--- config.mk ---
export PLATFORM = sky130hd
export DESIGN_NAME = ecl_loader
export DESIGN_NICKNAME = d
export VERILOG_FILES = /design/src/hdl/ecl_pkg.sv /design/src/hdl/ecl_loader.sv /design/src/hdl/ecl_word_map.sv
export SDC_FILE = /design/constraint.sdc
export NUM_CORES = 1
export LEC_CHECK = 0
export CAP_MARGIN = 20
export CORE_MARGIN = 3
export CORE_UTILIZATION = 50
export DETAILED_ROUTE_END_ITERATION = 12
export DONT_BUFFER_PORTS = 1
export SETUP_SLACK_MARGIN = 0.4
export SYNTH_ARGS = -nofsm -noshare
export SYNTH_HDL_FRONTEND = slang
export SYNTH_SLANG_ARGS = --single-unit
--- constraint.sdc ---
create_clock -name sys_clk -period 2.3 [get_ports sys_clk]
set_input_delay 0.23 -clock sys_clk [delete_from_list [all_inputs] [get_ports sys_clk]]
set_output_delay 0.23 -clock sys_clk [all_outputs]
set_load 0.01 [all_outputs]
--- src/hdl/ecl_pkg.sv ---
package ecl_pkg;

    localparam int NPORT = 6;
    localparam int NREG = 8;
    localparam int APB_AW = 12;
    localparam int MEM_AW = 8;
    localparam int WORD_W = 16;

    // memory word address for each port, index = port number
    localparam logic [NPORT-1:0][MEM_AW-1:0] WORD_ADDR = {8'h6A, 8'h68, 8'h66, 8'h74, 8'h72, 8'h70};

    // how a port's word is laid out
    localparam logic [1:0] K_PWR = 2'h0;
    localparam logic [1:0] K_MAP = 2'h1;
    localparam logic [1:0] K_FULL = 2'h2;
    localparam logic [NPORT-1:0][1:0] PORT_KIND = {K_FULL, K_FULL, K_MAP, K_PWR, K_PWR, K_PWR};

    // configuration offsets of the loaded fields
    localparam logic [11:0] CFG_DSI = 12'h040;
    localparam logic [11:0] CFG_SLOT = 12'h0C0;
    localparam logic [11:0] CFG_PNUM = 12'h0CC;
    localparam logic [11:0] CFG_SCLK = 12'h0D0;
    localparam logic [11:0] CFG_LP_GROUP = 12'h144;
    localparam logic [11:0] CFG_TCMAP = 12'h154;
    localparam logic [11:0] CFG_PBDATA = 12'h214;
    localparam logic [11:0] CFG_PBCAP = 12'h218;

    // register index of each offset inside a port window
    localparam int RI_DSI = 0;
    localparam int RI_SLOT = 1;
    localparam int RI_PNUM = 2;
    localparam int RI_SCLK = 3;
    localparam int RI_LP_GROUP = 4;
    localparam int RI_TCMAP = 5;
    localparam int RI_PBDATA = 6;
    localparam int RI_PBCAP = 7;

    // field positions: source bit in the word, destination bit in the dword
    localparam int SLOT_SRC = 0;
    localparam int SLOT_DST = 24;
    localparam int SCLK_SRC = 1;
    localparam int SCLK_DST = 28;
    localparam int DSI_SRC = 2;
    localparam int DSI_DST = 21;
    localparam int LP_GROUP_SRC = 3;
    localparam int LP_GROUP_DST = 4;
    localparam int PNUM_SRC = 4;
    localparam int PNUM_DST = 24;
    localparam int PNUM_W = 3;
    localparam int TCMAP_SRC = 9;
    localparam int TCMAP_DST = 1;
    localparam int TCMAP_W = 7;
    localparam int BPWR_SRC = 0;
    localparam int BPWR_DST = 0;
    localparam int BPWR_W = 10;
    localparam int PMST_SRC = 10;
    localparam int PMST_DST = 13;
    localparam int PMST_W = 2;
    localparam int SYSA_SRC = 15;
    localparam int SYSA_DST = 0;

    localparam logic [31:0] CFG_RST_VAL = 32'h0000_0000;

    // apb map
    localparam logic [APB_AW-1:0] CTRL_OFS = 12'h000;
    localparam logic [APB_AW-1:0] STAT_OFS = 12'h004;
    localparam logic [3:0] PORT_PAGE = 4'h1;
    localparam int CTRL_RELOAD = 0;
    localparam int STAT_BUSY = 0;
    localparam int STAT_DONE = 1;

    typedef enum logic [1:0] {
        ST_IDLE = 2'b00,
        ST_FETCH = 2'b01,
        ST_STEP = 2'b11,
        ST_COMMIT = 2'b10
    } ecl_state_t;

    typedef struct packed {
        ecl_state_t st;
        logic [2:0] idx;
        logic started;
        logic busy;
        logic loaded;
        logic mem_req;
        logic [MEM_AW-1:0] mem_addr;
        logic [NPORT-1:0][WORD_W-1:0] stage;
        logic [NPORT-1:0][WORD_W-1:0] words;
        logic [31:0] prdata;
        logic pslverr;
    } ecl_regs_t;

endpackage : ecl_pkg

--- src/hdl/ecl_loader.sv ---
// Overview of operation
// - port 4 word 68h bit0 to C0h bit24
// - port 4 bit1 to D0h bit28
// - port 4 bit2 to 40h bit21
// - port 4 bit3 to 144h bit4
// - port 4 bits 6:4 to CCh 26:24
// - port 4 bits 15:9 to 154h 7:1
// - port 3 bits 15:9 to 154h 7:1
// - port 5 word 6Ah, port 4 layout
// - port 5 bit3 to 144h bit4
// - port 0 word 70h into 214h fields
// - port 0 bit15 to 218h bit0
// - port 1 word 72h, same power layout
// - port 2 word 74h, same power layout
//
// Implementation choices: the register addresses and the APB slave port.
module ecl_loader (
    input wire logic sys_clk,
    input wire logic rst_n,
    input wire logic psel,
    input wire logic penable,
    input wire logic pwrite,
    input wire logic [ecl_pkg::APB_AW-1:0] paddr,
    input wire logic [31:0] pwdata,
    output logic [31:0] prdata,
    output logic pready,
    output logic pslverr,
    output logic mem_rd_req,
    output logic [ecl_pkg::MEM_AW-1:0] mem_addr,
    input wire logic mem_rd_ack,
    input wire logic [ecl_pkg::WORD_W-1:0] mem_rd_data,
    output logic load_busy,
    output logic load_done
);
    import ecl_pkg::*;

    ecl_regs_t r;
    ecl_regs_t r_nxt;
    logic [NPORT-1:0][NREG-1:0][31:0] port_dw;
    logic setup;
    logic access;
    logic hit;
    logic [2:0] win_port;
    logic [2:0] win_reg;
    logic reload_wr;

    genvar gp;
    generate
        for (gp = 0; gp < NPORT; gp++) begin : g_port
            ecl_word_map u_map (
                .kind(PORT_KIND[gp]),
                .loaded(r.loaded),
                .word(r.words[gp]),
                .dw(port_dw[gp])
            );
        end
    endgenerate

    assign setup = psel && !penable;
    assign access = psel && penable;
    assign win_port = paddr[7:5];
    assign win_reg = paddr[4:2];
    assign hit = (paddr == CTRL_OFS) || (paddr == STAT_OFS) ||
        (paddr[11:8] == PORT_PAGE && win_port < 3'(NPORT) && paddr[1:0] == 2'h0);
    // reload while busy is dropped: the running pass already refreshes everything
    assign reload_wr = access && pwrite && paddr == CTRL_OFS && pwdata[CTRL_RELOAD];

    always_comb begin
        r_nxt = r;
        // read data is captured in the setup cycle so the access phase needs no wait
        if (setup) begin
            r_nxt.pslverr = !hit;
            r_nxt.prdata = 32'h0000_0000;
            if (paddr == STAT_OFS) begin
                r_nxt.prdata[STAT_BUSY] = r.busy;
                r_nxt.prdata[STAT_DONE] = r.loaded;
            end else if (hit && paddr[11:8] == PORT_PAGE) begin
                r_nxt.prdata = port_dw[win_port][win_reg];
            end
        end
        case (r.st)
            ST_IDLE: begin
                if (!r.started || (reload_wr && !r.busy)) begin
                    r_nxt.started = 1'b1;
                    r_nxt.busy = 1'b1;
                    r_nxt.idx = 3'h0;
                    r_nxt.mem_req = 1'b1;
                    r_nxt.mem_addr = WORD_ADDR[0];
                    r_nxt.st = ST_FETCH;
                end
            end
            ST_FETCH: begin
                if (mem_rd_ack) begin
                    r_nxt.stage[r.idx] = mem_rd_data;
                    r_nxt.mem_req = 1'b0;
                    r_nxt.st = ST_STEP;
                end
            end
            ST_STEP: begin
                if (r.idx == 3'(NPORT - 1)) begin
                    r_nxt.st = ST_COMMIT;
                end else begin
                    r_nxt.idx = r.idx + 3'h1;
                    r_nxt.mem_req = 1'b1;
                    r_nxt.mem_addr = WORD_ADDR[r.idx + 3'h1];
                    r_nxt.st = ST_FETCH;
                end
            end
            ST_COMMIT: begin
                // all ports switch in one edge; no half-loaded set is ever visible
                r_nxt.words = r.stage;
                r_nxt.loaded = 1'b1;
                r_nxt.busy = 1'b0;
                r_nxt.st = ST_IDLE;
            end
            default: begin
                r_nxt.st = ST_IDLE;
                r_nxt.mem_req = 1'b0;
                r_nxt.busy = 1'b0;
            end
        endcase
    end

    always_ff @(posedge sys_clk or negedge rst_n) begin
        if (!rst_n) begin
            r <= '0;
        end else begin
            r <= r_nxt;
        end
    end

    assign prdata = r.prdata;
    assign pslverr = r.pslverr;
    assign pready = 1'b1;
    assign mem_rd_req = r.mem_req;
    assign mem_addr = r.mem_addr;
    assign load_busy = r.busy;
    assign load_done = r.loaded;
endmodule : ecl_loader

--- src/hdl/ecl_word_map.sv ---
module ecl_word_map (
    input wire logic [1:0] kind,
    input wire logic loaded,
    input wire logic [ecl_pkg::WORD_W-1:0] word,
    output logic [ecl_pkg::NREG-1:0][31:0] dw
);
    import ecl_pkg::*;

    always_comb begin
        dw = {NREG{CFG_RST_VAL}};
        if (loaded && kind == K_FULL) begin
            dw[RI_SLOT][SLOT_DST] = word[SLOT_SRC];
            dw[RI_SCLK][SCLK_DST] = word[SCLK_SRC];
            dw[RI_DSI][DSI_DST] = word[DSI_SRC];
            dw[RI_LP_GROUP][LP_GROUP_DST] = word[LP_GROUP_SRC];
            dw[RI_PNUM][PNUM_DST +: PNUM_W] = word[PNUM_SRC +: PNUM_W];
        end
        if (loaded && kind != K_PWR) begin
            dw[RI_TCMAP][TCMAP_DST +: TCMAP_W] = word[TCMAP_SRC +: TCMAP_W];
        end
        if (loaded && kind == K_PWR) begin
            // base power sits in the same ten bits on both sides; data scale moves from word bits 11:10 to dword bits 14:13
            dw[RI_PBDATA][BPWR_DST +: BPWR_W] = word[BPWR_SRC +: BPWR_W];
            dw[RI_PBDATA][PMST_DST +: PMST_W] = word[PMST_SRC +: PMST_W];
            dw[RI_PBCAP][SYSA_DST] = word[SYSA_SRC];
        end
    end

endmodule : ecl_word_map

==> run metrics <==
outcome finished, violations left; failing checks negative hold slack; Synth-to-Final Area Change 10.7%; Total Wirelength around 16000 microns; num ports about 110; DRT Pass-1 Iters 4; Synth area leaders dfrtp_1 (58%), mux2_2 (22%), buf_4 (4.0%); crit-path max cell delay approximately 0.50 ns; Setup crit end kind flip-flop; first-pass GRT wire length between 20000 and 30000 microns; post-route insts no fill approximately 790; leakage power 3.95 nW; pwr/cell area around 1200 nW/um^2; Worst Reg-to-Reg Cells 6; reg2reg start r[240]$_DFFE_PN0P_; Hold Path Class input pin to async pin; initial antenna violation count 0; Slew Viols, Final 0; RSZ-0062 raised after global routing true; fmax 559 MHz; Chip Height about 130 microns; max_cap viols 0; H-tree depth reported by CTS 4; layout cells sized above 1 approximately a third; min Tclk post-route between 1.5 and 2 ns; row count 44; DR vias/cell 5.64; Clock Path Buffers 2; Tcrit/Tclk final about 80%; Final Setup Violations 0; Post-synth top flop dfrtp_1; die area 17000 sq um; crit path DAT approximately 2.1 ns; Worst slew margin 49.7%; DRC viols 0; Worst setup SP type flip-flop; Core ar. about 15000 sq um; CP max stage cell dfrtp_1; worst-margin pin slew approximately 0.75 ns; Setup TNS Final 0 ns; # Post-CTS Setup Buffers 0; vias in the first global route 4500; top-count cell post-synth dfrtp_1; final number of hold-violating endpoints roughly 180; GRT overflow 0; reg-to-reg endpoint r[223]$_DFFE_PN0P_; pin count of the biggest net entering global routing ~180; CTS Root Cell clkbuf_16; fillers 1191; critical path peak fanout 14; Layout Skew 0.00686 ns; EDFF count, synth 0; GRT Overall Usage between 10% and 20%; Final ANT Viol Nets 0; Syn Std Cell Area 7740 sq um; post-DP HPWL 9720 microns; Fin Hold WS -0.500 ns; initial DRC count between 200 and 300; flops & latches, synth roughly 180; Worst R2R Setup Slack 0.51 ns; CTS tree done; CTS clk-pin slew, worst paths roughly 0.060 ns; Antenna diodes 0; sequence of cells on the critical path inv_1 -> nor2_1 -> nand2_1 -> nor3_2 -> buf_6 -> mux2_2; chip width between 100 and 150 microns; Port Buffer Count 0; gpl congestion around 0.79; Initial Utilization 52.1%; via count 4435; required time of the critical path approximately 2.6 ns; clock latency on the worst-skew pair around 0.42 ns; ys async rst share 100%; CP Class flip-flop to flip-flop; Avg WL per Cell 20.2 microns; Netlist cell types 39; # nets final between 600 and 700; CTS buffer count 17; cell taking the most area after synthesis dfrtp_1; post-synth top area share 57.5%; Synth top cells by count dfrtp_1 (178), mux2_2 (151), buf_4 (41), nand2_1 (34), o21ai_0 (27); Hold-fix buffers, CTS 19; synth warn 0; syn_area_per_cell 13.1 sq um; Seq/Total Area, Yosys around 58%; Gate Count Post-Synth about 590; Peak supply drop ~0.74 mV; placed cells about 740; Clock Sinks about 180
final cells by class:
type / instances / area (sq um) / share of cell area (%)
Clock inverter: 12 / 180 / 2.10
Tap cell: 184 / 230 / 2.69
Timing Repair Buffer: 31 / 297 / 3.46
Multi-Input combinational cell: 354 / 2920 / 34.1
Clock buffer: 19 / 453 / 5.29
Inverter: 8 / 30.0 / 0.350
Sequential cell: 178 / 4450 / 52.0
state kept, by name, indices dropped and copies added (netlist names):
register,flops
pslverr,1
prdata,17
mem_rd_req,1
mem_addr,4
r,153
load_busy,1
load_done,1
layer usage:
| layer | routed length (microns) | global-route usage [%] | vias up | part of all wire, % |
|---|---|---|---|---|
| li1 | - | - | 2009 | - |
| met1 | 7430 | 27.1 | 2310 | 47 |
| met2 | 7440 | 31.3 | 101 | 47 |
| met3 | 783 | 5.16 | 15 | 4.9 |
| met4 | 189 | 5.44 | 0 | 1.2 |
| met5 | 0 | 0 | - | 0 |
critical path: cells and delay by family, from the launching register on:
kind | cells | cell delay, ns
buffers and inverters | 2 | 0.42
DFF | 1 | 0.50
muxes | 1 | 0.36
and+or+nand+nor | 3 | 0.38
report_power, final:
part	switching, mW	internal [mW]	total (mW)
Combinational	0.840	1.28	2.12
Sequential	0.619	4.29	4.90
Clock	1.18	1.88	3.06
stage by stage:
stage               cell area (sq um)  worst slack [ns]  total power, mW  utilization (%)
CTS                              8550             0.447             10.2             57.5
finish                           8570             0.510             10.1             57.6
global route                     8570             0.391             10.7             57.6
floorplan                        7800             0.404             6.57                -
global placement                 7720             0.450             6.89             52.0
detailed placement               7720             0.436             7.06             52.0
layout by cell type (no fill, tap or decap), drive strengths merged, types with 8 or more instances in the layout:
cell / instances
a21oi: 12
a22oi: 9
buf: 12
clkbuf: 19
conb: 18
dfrtp: 178
dlygate4sd3: 19
inv: 10
mux2: 151
mux2i: 25
nand2: 34
nand3: 10
nor2: 17
nor3: 8
o21ai: 31
timing repair:
item / 4_1_cts / 5_1_grt
endpoints found under the hold margin: 255 / 178
setup endpoints to repair: 0 / 63
gates resized for setup: 0 / 4
worst max path at each step:
stage | start | end | slack (ns) | cells after the start
final | r[240]$_DFFE_PN0P_ | r[223]$_DFFE_PN0P_ | 0.51 | 6
after global routing | load_busy$_DFFE_PN0P_ | r[238]$_DFFE_PN0P_ | 0.39 | 5
after CTS | r[240]$_DFFE_PN0P_ | r[151]$_DFFE_PN0P_ | 0.45 | 5
after detailed placement | paddr[9] | prdata[9]$_DFFE_PN0P_ | 0.44 | 5
after global placement | paddr[9] | prdata[9]$_DFFE_PN0P_ | 0.45 | 5
after floorplan | r[241]$_DFFE_PN0P_ | r[113]$_DFFE_PN0P_ | 0.40 | 6
cells by family (layout without fill, tap and decap cells):
family,Yosys count,in the layout,share of synthesized area (%)
xor gates and xnor gates,1,1,0.113
and+or+nand+nor,90,90,5.58
AOI/OAI and AO/OA,65,65,4.93
other,2,18,0.0970
muxes,177,177,25.5
buffers and inverters,76,70,5.79
DFF,178,178,57.5
adders and majority gates,3,3,0.485
No activity file was read; power rests on OpenSTA's default activity.
